===== config.mk =====
export PLATFORM = sky130hd
export DESIGN_NAME = fsp_failsafe_ctrl
export DESIGN_NICKNAME = d
export VERILOG_FILES = /design/src/rtl/fsp_pkg.sv /design/src/rtl/fsp_spi_shift.sv /design/src/rtl/fsp_failsafe_ctrl.sv
export SDC_FILE = /design/constraint.sdc
export NUM_CORES = 1
export LEC_CHECK = 0
export BUFFER_PORTS_ARGS = -buffer_cell sky130_fd_sc_hd__buf_2
export CORE_ASPECT_RATIO = 0.7
export CORE_UTILIZATION = 50
export DETAILED_ROUTE_END_ITERATION = 10
export PLACE_DENSITY = 0.7
export SLEW_MARGIN = 10
export SYNTH_ARGS = -nofsm -noshare
export SYNTH_HDL_FRONTEND = slang
export SYNTH_SLANG_ARGS = --single-unit

===== constraint.sdc =====
create_clock -name clk_sys -period 2.8 [get_ports clk_sys]
set_input_delay 0.14 -clock clk_sys [delete_from_list [all_inputs] [get_ports clk_sys]]
set_output_delay 0.14 -clock clk_sys [all_outputs]
set_load 0.03 [all_outputs]

===== src/rtl/fsp_pkg.sv =====
package fsp_pkg;

  // ------------------------------------------------------------
  // Serial frame layout
  // ------------------------------------------------------------
  localparam int          FRAME_BITS = 16;
  localparam int          CMD_BIT    = 15;
  localparam int          ADDR_LSB   = 11;
  localparam int          ADDR_W     = 4;
  localparam logic [3:0]  CTRL_ADDR  = 4'h4;
  localparam logic [3:0]  STAT_ADDR  = 4'hE;
  localparam logic [15:0] NOP_ONES   = 16'hFFFF;
  localparam logic [15:0] ERR_REPLY  = 16'h8000;

  // ------------------------------------------------------------
  // Control register layout
  // ------------------------------------------------------------
  localparam int          CTRL_W    = 10;
  localparam int          MODE_LSB  = 2;
  localparam int          MODE_W    = 3;
  localparam int          EN_LSB    = 0;
  localparam int          EN_W      = 2;
  localparam logic [9:0]  CTRL_RST  = 10'h000;

  // ------------------------------------------------------------
  // Mode field codes
  // ------------------------------------------------------------
  localparam logic [2:0]  MODE_OFF  = 3'h0;
  localparam logic [2:0]  MODE_OTP  = 3'h1;

  typedef enum logic [2:0] {
    ST_INIT = 3'b001,
    ST_RUN  = 3'b010,
    ST_SAFE = 3'b100
  } fsp_state_t;

  // Modes in which the reset pin enters and leaves fail-safe.
  function automatic logic pin_safe(input logic [2:0] m);
    pin_safe = (m >= 3'h2) && (m <= 3'h5);
  endfunction : pin_safe

  // Modes that keep serial writes open during fail-safe.
  function automatic logic spi_open(input logic [2:0] m);
    spi_open = m[0];
  endfunction : spi_open

  // Stand-alone modes.
  function automatic logic stand_alone(input logic [2:0] m);
    stand_alone = m[2] & m[1];
  endfunction : stand_alone

  // Modes that load the control register from OTP at power-on.
  function automatic logic por_load(input logic [2:0] m);
    por_load = (m == MODE_OTP) || m[2];
  endfunction : por_load

endpackage : fsp_pkg


===== src/rtl/fsp_spi_shift.sv =====
module fsp_spi_shift #(
  parameter int FRAME_W = fsp_pkg::FRAME_BITS
) (
  // Clock and reset
  input  wire logic               clk_sys,
  input  wire logic               rst,
  // Serial pins
  input  wire logic               chip_select_n,
  input  wire logic               sclk,
  input  wire logic               sdi,
  output logic                    sdo_o,
  output logic                    sdo_oe_n,
  // Frame side
  input  wire logic [FRAME_W-1:0] tx_word,
  output logic      [FRAME_W-1:0] rx_word,
  output logic                    frame_ok,
  output logic                    frame_bad,
  output logic                    daisy_mode
);

  localparam int CW = $clog2(FRAME_W);

  logic [1:0]         cs_s;
  logic [1:0]         sck_s;
  logic [1:0]         sdi_s;
  logic               cs_prev_q;
  logic               sck_prev_q;
  logic [FRAME_W-1:0] shift_q;
  logic [CW-1:0]      cnt_q;
  logic [1:0]         wraps_q;
  logic               zeros_q;
  logic               ok_q;
  logic               bad_q;
  logic               daisy_q;
  logic               sdo_q;
  logic [FRAME_W-1:0] rx_q;

  // ------------------------------------------------------------
  // Pin edge detection
  // ------------------------------------------------------------
  wire sel      = ~cs_s[1];
  wire cs_start = cs_prev_q & ~cs_s[1];
  wire cs_end   = ~cs_prev_q & cs_s[1];
  wire sck_rise = sel & sck_s[1] & ~sck_prev_q;
  wire sck_fall = sel & ~sck_s[1] & sck_prev_q;
  wire whole    = (cnt_q == '0) && (wraps_q != 2'h0);
  wire single   = wraps_q == 2'h1;
  wire to_daisy = whole & zeros_q;
  wire good     = whole & ~zeros_q & (daisy_q | single);

  always_ff @(posedge clk_sys) begin
    cs_s       <= {cs_s[0], chip_select_n};
    sck_s      <= {sck_s[0], sclk};
    sdi_s      <= {sdi_s[0], sdi};
    cs_prev_q  <= cs_s[1];
    sck_prev_q <= sck_s[1];
  end

  // ------------------------------------------------------------
  // Shift register, full duplex
  // ------------------------------------------------------------
  always_ff @(posedge clk_sys) begin
    if (rst)
    begin
      shift_q <= '0;
      cnt_q   <= '0;
      wraps_q <= 2'h0;
      zeros_q <= 1'b1;
    end
    else if (cs_start)
    begin
      if (!daisy_q)
      begin
        shift_q <= tx_word;
      end
      cnt_q   <= '0;
      wraps_q <= 2'h0;
      zeros_q <= 1'b1;
    end
    else if (sck_rise)
    begin
      shift_q <= {shift_q[FRAME_W-2:0], sdi_s[1]};
      cnt_q   <= cnt_q + 1'b1;
      zeros_q <= zeros_q & ~sdi_s[1];
      if (cnt_q == CW'(FRAME_W - 1) && wraps_q != 2'h3)
      begin
        wraps_q <= wraps_q + 2'h1;
      end
    end
  end

  // Output bits are launched on the falling serial clock edge.
  always_ff @(posedge clk_sys) begin
    if (rst)
    begin
      sdo_q <= 1'b0;
    end
    else if (cs_start)
    begin
      sdo_q <= daisy_q ? shift_q[FRAME_W-1] : tx_word[FRAME_W-1];
    end
    else if (sck_fall)
    begin
      sdo_q <= shift_q[FRAME_W-1];
    end
  end

  // ------------------------------------------------------------
  // Frame end checks and bus arrangement
  // ------------------------------------------------------------
  always_ff @(posedge clk_sys) begin
    if (rst)
    begin
      ok_q    <= 1'b0;
      bad_q   <= 1'b0;
      daisy_q <= 1'b0;
      rx_q    <= '0;
    end
    else
    begin
      ok_q  <= cs_end & good;
      bad_q <= cs_end & ~whole;
      if (cs_end && good)
      begin
        rx_q <= shift_q;
      end
      if (cs_end && to_daisy)
      begin
        daisy_q <= 1'b1;
      end
      else if (cs_end && good && shift_q == fsp_pkg::NOP_ONES)
      begin
        daisy_q <= 1'b0;
      end
    end
  end

  assign rx_word    = rx_q;
  assign frame_ok   = ok_q;
  assign frame_bad  = bad_q;
  assign daisy_mode = daisy_q;
  assign sdo_o      = sdo_q;
  assign sdo_oe_n   = cs_s[1];

endmodule : fsp_spi_shift


===== src/rtl/fsp_failsafe_ctrl.sv =====
// Behaviour
// - Mode 000: control register cleared after reset.
// - Mode 000: fail-safe only after serial mode change.
// - Mode 001: OTP load, no fail-safe, needs lock.
// - Modes 000/001: pin resets, LED pins work.
// - Modes 010/011: clear except mode; pin fall enters.
// - Modes 100/101: OTP load; pin fall enters.
// - Fail-safe entry reloads register from OTP.
// - Modes 010/100/110: writes blocked, errors still flagged.
// - Modes 011/101/111: writes open; mode 000/001 exits.
// - Modes 010-101: pin enters/leaves fail-safe, no reset.
// - Modes 110/111: stand-alone on pin rise, pin resets.
// - Fail-safe ignores LED pins; enable bits only.
// - Device is slave only, never starts transfers.
// - Sixteen-bit frames, full duplex shifting.
// - Active low select; output released when idle.
// - Launch on falling edge, sample on rising.
// - Star and daisy-chain arrangements supported.
// - Entry sets fail-safe flag; status read clears only while writes are open.
// - Pin-entered fail-safe blocks reset; pin rise exits.
// - Mode latched on entry; cleared at reset/exit.
// - Star at power-up; all-zero whole frames select daisy.
module fsp_failsafe_ctrl (
  // Clock and reset
  input  wire logic                        clk_sys,
  input  wire logic                        rst,
  // Device pins
  input  wire logic                        external_reset_pin,
  input  wire logic [fsp_pkg::EN_W-1:0]    led_channel_control_pin,
  // Serial link
  input  wire logic                        chip_select_n,
  input  wire logic                        sclk,
  input  wire logic                        sdi,
  output logic                             sdo_o,
  output logic                             sdo_oe_n,
  // One-time-programmable memory
  input  wire logic                        otp_lock,
  input  wire logic [fsp_pkg::CTRL_W-1:0]  otp_image,
  // Control and status
  output logic      [fsp_pkg::CTRL_W-1:0]  ctrl_reg,
  output logic      [fsp_pkg::MODE_W-1:0]  latched_mode,
  output logic                             init_busy,
  output logic                             failsafe_operation,
  output logic                             standalone_operation,
  output logic                             failsafe_flag,
  output logic                             serial_error_flag,
  output logic                             daisy_mode,
  output logic      [fsp_pkg::EN_W-1:0]    channel_drive
);

  // ------------------------------------------------------------
  // Declarations
  // ------------------------------------------------------------
  localparam int FW = fsp_pkg::FRAME_BITS;
  localparam int CW = fsp_pkg::CTRL_W;
  localparam int MW = fsp_pkg::MODE_W;
  localparam int EW = fsp_pkg::EN_W;

  fsp_pkg::fsp_state_t state_q;
  fsp_pkg::fsp_state_t state_d;

  logic [1:0]    rpin_s;
  logic          rpin_prev_q;
  logic [EW-1:0] led_s1_q;
  logic [EW-1:0] led_s2_q;
  logic [CW-1:0] ctrl_q;
  logic [CW-1:0] ctrl_d;
  logic [MW-1:0] latch_q;
  logic [MW-1:0] latch_d;
  logic          safe_set;
  logic          safe_flag_q;
  logic          err_flag_q;
  logic [EW-1:0] drive_q;
  logic [EW-1:0] drive_d;
  logic [FW-1:0] tx_q;
  logic [FW-1:0] tx_d;
  logic [FW-1:0] rx_word;
  logic          frame_ok;
  logic          frame_bad;

  // Keeps only the mode field of an image, all else zero.
  function automatic logic [CW-1:0] mode_only(input logic [MW-1:0] m);
    logic [CW-1:0] v;
    v                      = fsp_pkg::CTRL_RST;
    v[fsp_pkg::MODE_LSB+:MW] = m;
    mode_only              = v;
  endfunction : mode_only

  // ------------------------------------------------------------
  // Pin synchronisers
  // ------------------------------------------------------------
  always_ff @(posedge clk_sys) begin
    rpin_s      <= {rpin_s[0], external_reset_pin};
    rpin_prev_q <= rpin_s[1];
    led_s1_q    <= led_channel_control_pin;
    led_s2_q    <= led_s1_q;
  end

  wire rpin_high = rpin_s[1];
  wire rpin_fall = rpin_prev_q & ~rpin_s[1];
  wire rpin_rise = ~rpin_prev_q & rpin_s[1];

  // ------------------------------------------------------------
  // Serial front end
  // ------------------------------------------------------------
  fsp_spi_shift #(
    .FRAME_W (FW)
  ) u_shift (
    .clk_sys       (clk_sys),
    .rst           (rst),
    .chip_select_n (chip_select_n),
    .sclk          (sclk),
    .sdi           (sdi),
    .sdo_o         (sdo_o),
    .sdo_oe_n      (sdo_oe_n),
    .tx_word       (tx_q),
    .rx_word       (rx_word),
    .frame_ok      (frame_ok),
    .frame_bad     (frame_bad),
    .daisy_mode    (daisy_mode)
  );

  // ------------------------------------------------------------
  // Frame decode
  // ------------------------------------------------------------
  wire                   is_write = rx_word[fsp_pkg::CMD_BIT];
  wire [3:0]             addr     = rx_word[fsp_pkg::ADDR_LSB+:fsp_pkg::ADDR_W];
  wire [CW-1:0]          wdata    = rx_word[CW-1:0];
  wire [MW-1:0]          new_mode = wdata[fsp_pkg::MODE_LSB+:MW];
  wire [MW-1:0]          reg_mode = ctrl_q[fsp_pkg::MODE_LSB+:MW];
  wire [MW-1:0]          otp_mode = otp_image[fsp_pkg::MODE_LSB+:MW];
  wire [EW-1:0]          ctrl_en  = ctrl_q[fsp_pkg::EN_LSB+:EW];

  wire in_init  = state_q == fsp_pkg::ST_INIT;
  wire in_run   = state_q == fsp_pkg::ST_RUN;
  wire in_safe  = state_q == fsp_pkg::ST_SAFE;
  wire solo_now = fsp_pkg::stand_alone(latch_q);

  // Without the lock bit the image is not trusted and mode 000 rules.
  wire [MW-1:0] por_mode = otp_lock ? otp_mode : fsp_pkg::MODE_OFF;

  // Writes and read-to-clear are closed in fail-safe unless the latched mode allows.
  wire spi_live = in_run | (in_safe & fsp_pkg::spi_open(latch_q));
  wire wr_ctrl  = frame_ok & is_write & (addr == fsp_pkg::CTRL_ADDR) & spi_live;
  wire rd_ctrl  = frame_ok & ~is_write & (addr == fsp_pkg::CTRL_ADDR);
  wire rd_stat  = frame_ok & ~is_write & (addr == fsp_pkg::STAT_ADDR);
  wire rd_clear = rd_stat & spi_live;

  wire exit_code = (new_mode == fsp_pkg::MODE_OFF) | (new_mode == fsp_pkg::MODE_OTP);
  wire spi_exit  = wr_ctrl & in_safe & exit_code;

  // Pin entry needs a pin-driven mode and a locked OTP image.
  wire pin_enter = fsp_pkg::pin_safe(reg_mode) & otp_lock;

  // ------------------------------------------------------------
  // Mode state machine
  // ------------------------------------------------------------
  always_comb begin
    state_d = state_q;
    ctrl_d  = wr_ctrl ? wdata : ctrl_q;
    latch_d  = latch_q;
    safe_set = 1'b0;
    case (state_q)
      fsp_pkg::ST_INIT:
      begin
        ctrl_d = fsp_pkg::CTRL_RST;
        if (rpin_high)
        begin
          if (fsp_pkg::stand_alone(por_mode))
          begin
            state_d  = fsp_pkg::ST_SAFE;
            ctrl_d   = otp_image;
            latch_d  = por_mode;
            safe_set = 1'b1;
          end
          else if (fsp_pkg::por_load(por_mode))
          begin
            state_d = fsp_pkg::ST_RUN;
            ctrl_d  = otp_image;
          end
          else
          begin
            state_d = fsp_pkg::ST_RUN;
            ctrl_d  = mode_only(por_mode);
          end
        end
      end
      fsp_pkg::ST_RUN:
      begin
        if (rpin_fall && pin_enter)
        begin
          state_d  = fsp_pkg::ST_SAFE;
          ctrl_d   = otp_image;
          latch_d  = reg_mode;
          safe_set = 1'b1;
        end
        else if (rpin_fall)
        begin
          state_d = fsp_pkg::ST_INIT;
          ctrl_d  = fsp_pkg::CTRL_RST;
        end
      end
      fsp_pkg::ST_SAFE:
      begin
        if (solo_now && rpin_fall)
        begin
          state_d = fsp_pkg::ST_INIT;
          ctrl_d  = fsp_pkg::CTRL_RST;
          latch_d = '0;
        end
        else if ((!solo_now && rpin_rise) || spi_exit)
        begin
          state_d = fsp_pkg::ST_RUN;
          latch_d = '0;
        end
      end
      default:
      begin
        state_d = fsp_pkg::ST_INIT;
        ctrl_d  = fsp_pkg::CTRL_RST;
        latch_d = '0;
      end
    endcase
  end

  always_ff @(posedge clk_sys) begin
    if (rst)
    begin
      state_q <= fsp_pkg::ST_INIT;
      ctrl_q  <= fsp_pkg::CTRL_RST;
      latch_q <= '0;
    end
    else
    begin
      state_q <= state_d;
      ctrl_q  <= ctrl_d;
      latch_q <= latch_d;
    end
  end

  // ------------------------------------------------------------
  // Status flags
  // ------------------------------------------------------------
  wire to_init = (state_d == fsp_pkg::ST_INIT) & ~in_init;

  // A new event wins over a clear in the same cycle.
  always_ff @(posedge clk_sys) begin
    if (rst)
    begin
      safe_flag_q <= 1'b0;
      err_flag_q <= 1'b0;
    end
    else
    begin
      safe_flag_q <= safe_set | (safe_flag_q & ~rd_clear & ~to_init);
      err_flag_q <= frame_bad | (err_flag_q & ~rd_clear & ~to_init);
    end
  end

  // ------------------------------------------------------------
  // Channel drive
  // ------------------------------------------------------------
  always_comb begin
    drive_d = '0;
    if (in_run)
    begin
      drive_d = ctrl_en & led_s2_q;
    end
    else if (in_safe)
    begin
      drive_d = ctrl_en;
    end
  end

  always_ff @(posedge clk_sys) begin
    if (rst)
    begin
      drive_q <= '0;
    end
    else
    begin
      drive_q <= drive_d;
    end
  end

  // ------------------------------------------------------------
  // Reply for the next frame
  // ------------------------------------------------------------
  wire [9:0] stat_bits = {4'h0, latch_q, in_safe, safe_flag_q, err_flag_q};

  always_comb begin
    tx_d = tx_q;
    if (frame_bad)
    begin
      tx_d = fsp_pkg::ERR_REPLY;
    end
    else if (frame_ok && is_write)
    begin
      tx_d = rx_word;
    end
    else if (rd_ctrl)
    begin
      tx_d = {rx_word[FW-1:CW], ctrl_q};
    end
    else if (rd_stat)
    begin
      tx_d = {rx_word[FW-1:CW], stat_bits};
    end
    else if (frame_ok)
    begin
      tx_d = {rx_word[FW-1:CW], 10'h000};
    end
  end

  always_ff @(posedge clk_sys) begin
    if (rst)
    begin
      tx_q <= fsp_pkg::ERR_REPLY;
    end
    else
    begin
      tx_q <= tx_d;
    end
  end

  // ------------------------------------------------------------
  // Outputs
  // ------------------------------------------------------------
  assign ctrl_reg             = ctrl_q;
  assign latched_mode         = latch_q;
  assign init_busy            = in_init;
  assign failsafe_operation   = in_safe & ~solo_now;
  assign standalone_operation = in_safe & solo_now;
  assign failsafe_flag        = safe_flag_q;
  assign serial_error_flag    = err_flag_q;
  assign channel_drive        = drive_q;

endmodule : fsp_failsafe_ctrl


Yosys cells after proc, flatten, opt, wreduce, memory -nomap -nowiden
Cells that the tools add are included.
{ "classes": {"addsub": 2, "muxes": 40, "n_eq_ne": 17, "n_bitwise": 54, "order_cmp": 2, "reduce_logical": 25} }
{ "op_table": {"columns": ["operator", "count"], "rows": [
  ["$mux W16", 7],
  ["$mux W10", 7],
  ["$mux W3", 12],
  ["$and A1 B1 Y1", 34],
  ["$pmux W10 S3", 1],
  ["$pmux W3 S3", 2],
  ["$eq A16 B16 Y1 const B", 1],
  ["$not A1 Y1", 14],
  ["$eq A3 B1 Y1 const B", 4],
  ["$logic_and A1 B1 Y1", 10],
  ["$eq A4 B4 Y1 const B", 2],
  ["$mux W1", 8],
  ["$reduce_bool A2 Y1", 4],
  ["$ne A2 B2 Y1 const B", 3],
  ["$or A1 B1 Y1", 5],
  ["$add A4 B1 Y4 const B", 1],
  ["$eq A4 B3 Y1 const B", 1],
  ["$logic_not A4 Y1", 1],
  ["$mux W2", 2],
  ["$ne A2 B1 Y1 const B", 2],
  ["$reduce_and A2 Y1", 2],
  ["$reduce_and A4 Y1", 1],
  ["$reduce_bool A4 Y1", 1],
  ["$reduce_or A2 Y1", 2],
  ["12 further kinds", 13]
]} }
{ "totals": {"reg_bits": 94, "input_bits": 19, "output_inout_bits": 23, "wordCells": 165} }

Longest topological paths before layout
{ "depth": {"word_depth": 15, "mapped_depth": 8, "mapped_depth_nobuf": 7} }

Cells and area by module
Synthesis repeated with hierarchy kept, for this count alone.
{ "unflattened": {"cells_unflattened": 411, "hier_area_um2": 4090.2} }
{ "modules_own_cells": {"columns": ["mod", "cells_each", "area_per_inst_um2", "seq_area_each_um2", "n_inst"], "rows": [
  ["fsp_failsafe_ctrl", 216, 2048.2, 860.8, 1],
  ["fsp_spi_shift", 195, 2042.0, 1021.0, 1]
]} }

Worst setup path after synthesis
OpenSTA, ideal clock, no wires.
{ "synth_path": {"path_kind": "reg-to-reg", "startpoint": "register u_shift.wraps_q[0]", "endpoint": "register u_shift.rx_q[10] (netlist: u_shift.rx_word[10])", "setup_ps": 128, "path_buffers": 1, "path_stages_with_launch": 9, "arrival_ps": 1920, "period_less_slack_ps": 2048, "required_time_ps": 2672, "slack_ps": 752, "path_cell_list": "dfxtp_1 inv_1 ha_1 nor4b_2 nand3b_1 nor3_4 buf_4 mux2i_1 nor2_1"} }
{ "synth_via": {"elab_chain_len": 5, "elab_cells_between_ends": 7, "cone_classes": "1 x eq/ne; 3 x bitwise; 3 x reduce/logical"} }
{ "synth_rtl": {"columns": ["item", "line_no", "source"], "rows": [
  ["start, declared", "fsp_spi_shift.sv:30", "logic [1:0] wraps_q;"],
  ["start signal, assigned", "fsp_spi_shift.sv:87", "wraps_q <= wraps_q + 2'h1;"],
  ["$reduce_bool A2 Y1", "fsp_spi_shift.sv:46", "wire whole = (cnt_q == '0) && (wraps_q != 2'h0);"],
  ["$logic_and A1 B1 Y1", "fsp_spi_shift.sv:46", null],
  ["$and A1 B1 Y1", "fsp_spi_shift.sv:49", "wire good = whole & ~zeros_q & (daisy_q | single);"],
  ["$and A1 B1 Y1 *", "fsp_spi_shift.sv:49", null],
  ["$logic_and A1 B1 Y1 *", "fsp_spi_shift.sv:123", "if (cs_end && good)"],
  ["end signal, assigned", "fsp_spi_shift.sv:125", "rx_q <= shift_q;"],
  ["end, declared", "fsp_spi_shift.sv:36", "logic [FRAME_W-1:0] rx_q;"]
]} }
Mark *: on every way between the ends. The rest lies on a longest branch, timed or not.
A chain may end at the register's enable or synchronous reset.

Worst setup path after layout
{ "layout_path": {"startpoint": "register state_q[1]", "endpoint": "register ctrl_q[6] (netlist: ctrl_reg[6])"} }
{ "layout_via": {"elab_chain_len": 8, "elab_cells_between_ends": 11, "cone_classes": "3 x eq/ne; 5 x mux; 3 x bitwise"} }
{ "layout_rtl": {"columns": ["item", "line_no", "source"], "rows": [
  ["start, declared", "fsp_failsafe_ctrl.sv:59", "fsp_pkg::fsp_state_t state_q;"],
  ["start signal, assigned", "fsp_failsafe_ctrl.sv:229", "state_q <= fsp_pkg::ST_INIT;"],
  ["start signal, assigned", "fsp_failsafe_ctrl.sv:235", "state_q <= state_d;"],
  ["$eq A3 B3 Y1", "fsp_failsafe_ctrl.sv:136, fsp_failsafe_ctrl.sv:163", null],
  ["$and A1 B1 Y1", "fsp_failsafe_ctrl.sv:143", "wire spi_live = in_run | (in_safe & fsp_pkg::spi_open(latch_q));"],
  ["$or A1 B1 Y1", "fsp_failsafe_ctrl.sv:143", null],
  ["$and A1 B1 Y1", "fsp_failsafe_ctrl.sv:144", "wire wr_ctrl = frame_ok & is_write & (addr == fsp_pkg::CTRL_ADDR) & spi_live;"],
  ["$mux W10", "fsp_failsafe_ctrl.sv:160", "ctrl_d = wr_ctrl ? wdata : ctrl_q;"],
  ["$mux W10", "fsp_failsafe_ctrl.sv:197", "else if (rpin_fall)"],
  ["$mux W10", "fsp_failsafe_ctrl.sv:190", "if (rpin_fall && pin_enter)"],
  ["$pmux W10 S3 *", "fsp_failsafe_ctrl.sv:163", "case (state_q)"],
  ["end signal, assigned", "fsp_failsafe_ctrl.sv:230", "ctrl_q <= fsp_pkg::CTRL_RST;"],
  ["end signal, assigned", "fsp_failsafe_ctrl.sv:236", "ctrl_q <= ctrl_d;"],
  ["end, declared", "fsp_failsafe_ctrl.sv:66", "logic [CW-1:0] ctrl_q;"]
]} }
Marks and branches as above.

==> results.md <==
* Mapped cell area at approximately 0.004 mm^2
* ANT nets after route at 0
* Via-to-Cell Ratio at 5.770
* Synth Area per Inst at around 9.4 um^2
* Hold_sp: otp_lock
* Synth async-reset ratio at 0
* Global-route wire length before repair at roughly 16 mm
* Sw frac at 0.2590
* Final Hold Fails at 0
* Part of the cycle the worst path needs at 0.7810
* Worst skew pair latency at between 300 and 400 ps
* Worst Path Required at 3050 ps
* Crit path DAT at about 2400 ps
* Fmax at 0.4573 GHz
* CP endpoint kind: flop
* Grt ovf at 0
* Initial Utilization at 0.5291
* Number of synthesized register bits at 94
* Synthesis Warnings at 0
* Ys flop type: dfxtp_1
* Pleak at 1.753 nW
* # resized after CTS at 0
* VDD IR-drop max at 0.0004749 V
* Net switching power at slightly above 700 uW
* Vias at 3,341
* Min Hold Slack at roughly 220 ps
* Final setup violation count at 0
* Skew final at about 12 ps
* Tmin final at roughly 2200 ps
* Clock network fraction of design power at 0.372
* Final Util at 0.6243
* Hold WC Path Type: in -> reg
* Internal at 2.023 mW
* Syn Inst Count at around 420
* Die H at 76.28 um
* Starting DRT DRC Count at between 200 and 250
* RSZ-0062 raised after global routing: no
* Most common cell after layout, fill and taps aside: dfxtp_1
* Max Cap Viol at 0
* Final Wtd Congestion at between 0.9 and 1
* Area Overhead vs Synth at 18.00%
* Core Region at 0.007450 mm^2
* Gr usage total at 0.2532
* Maximum fanout along the worst path at 10
* Worst relative slew slack at 0.5468
* Clock Sinks at between 90 and 100
* Pins Over Slew Limit at 0
* CTS root buf: clkbuf_8
* # rows at 26
* Layout fillers at between 600 and 700
* Syn Nets at about 440
* Wire per inst at around 16 um
* Max clock buf depth at 2
* Drt first pass iters at 5
* WS Path Type: reg -> reg
* Synth unique cells at 54
* Detailed Route WL at approximately 9.5 mm
* Most frequent cells in the layout: 94 x dfxtp_1, 57 x nor2_1, 44 x nand2_1, 41 x buf_2, 33 x mux2i_1
* CTS clock-pin slew for the worst setup and hold paths at ~90 ps
* ANT cells at 0
* Register area share after synthesis at 0.4775
* Area leader, netlist: dfxtp_1
* PD cells at 586.9 mW/mm^2
* CTS Buf Count at 9
* Largest net degree at the start of global routing at 47
* EDFF count, synth at 0
* Relative contribution of sequential cells to total power at 0.530
* CTS tree: yes
* Slew @ Worst Pin at 677.9 ps
* Die width at between 100 and 150 um
* Htree depth at 3
* Worst Setup Start Kind: flop
* Setup tns final at 0 ps
* Number of global-route vias before repair at between 3,000 and 4,000
* Die ar. at approximately 0.008 mm^2
* Total power at between 2 and 3 mW
* Synth top area cells: dfxtp_1 48%, mux2i_1 8.4%, nor2_1 5.4%
* Final net count at 500
* Share of post-route cells with drive strength above 1 at 0.1684
* Timing startpoint of the critical path: state_q[1]
* Comb pwr share at 0.097
* Reg2reg start: state_q[1]
* Detailed Place HPWL at 6.679 mm
* Synth top area share at 0.4775
* Remaining DRCs at 0
* Status: completed
* Port bufs at 41
* # Post-CTS Setup Buffers at 0
* Ports at 42
* Initial antenna violation count at 0
## cell families (layout without fill, tap and decap cells)
group	count (synthesis)	in the layout	synth area share
compound gates	86	86	0.1664
fa+ha+maj	5	5	0.01587
mux	33	33	0.08381
simple gates	158	158	0.2038
flops	94	94	0.4775
xor+xnor	6	6	0.01333
buf+inv	37	99	0.03936
## worst paths after layout
| path | endpoint | slack (ps) | depth (start not counted) |
|---|---|---|---|
| hold reg to reg | u_shift.cs_s[1] | 330 | 0 |
| setup / recovery | ctrl_reg[6] | 610 | 5 |
| setup reg to reg | ctrl_reg[6] | 610 | 5 |
| hold / removal | latched_mode[0] | 220 | 4 |
## worst max-delay path, stage by stage (launching register included)
cell	delay, ps
dfxtp_1	490
or3b_1	520
nand2_1	130
nand3_1	490
mux2i_1	350
o2bb2ai_1	80
## power by group through the flow
stage,Clock (mW),Sequential (mW),Combinational [mW]
3_5_place_dp,0,1.48,0.244
4_1_cts,1.05,1.44,0.263
2_1_floorplan,0,1.48,0.147
6_report,1.02,1.45,0.266
5_1_grt,1.09,1.45,0.294
3_3_place_gp,0,1.47,0.241
## layer usage
metal,track usage,part of all wire
met1,0.3708,0.51
met2,0.3490,0.41
met3,0.08811,0.072
met4,0.06575,0.010
met5,0,0
## metrics by stage
stage	worst slack, ps	area [um^2]	instances
3_5_place_dp	653.6	4263	547
2_1_floorplan	752.1	3941	419
3_3_place_gp	695.6	4263	547
4_1_cts	633.7	4651	579
6_report	613.1	4651	579
5_1_grt	399.4	4651	579
## final cells by class
| type | count | area, um^2 | share of cell area |
|---|---|---|---|
| clock buffer | 10 | 137.6 | 0.02959 |
| clock inverter | 6 | 90.09 | 0.01937 |
| inverter | 14 | 52.55 | 0.01130 |
| multi-input combinational | 288 | 1911 | 0.4108 |
| sequential | 94 | 1882 | 0.4046 |
| tap | 98 | 122.6 | 0.02637 |
| timing repair buffer | 69 | 455.4 | 0.09793 |
## synthesized netlist by cell type (2+ instances only)
library cell and count:
a211oi_1 3, a21oi_1 20, a221o_1 5, a221oi_1 2
a311oi_1 20, buf_4 2, clkbuf_1 19, dfxtp_1 94
ha_1 5, inv_1 13, mux2i_1 33, nand2_1 44
nand2b_1 9, nand3_1 8, nand3b_1 4, nand4_1 5
nor2_1 57, nor2b_1 4, nor3_1 2, nor3b_1 5
nor3b_2 2, o211ai_1 5, o21ai_0 4, o21bai_1 4
o22ai_1 3, o2bb2ai_1 10, o31ai_1 2, or3b_1 4
or3b_2 2, xnor2_1 4, xor2_1 2
## what timing repair did
action / CTS / global route
endpoints found under the setup margin: 0 / 0
hold buffers: 16 / 0
endpoints found under the hold margin: 16 / 0
No activity file was read; power rests on OpenSTA's default activity.
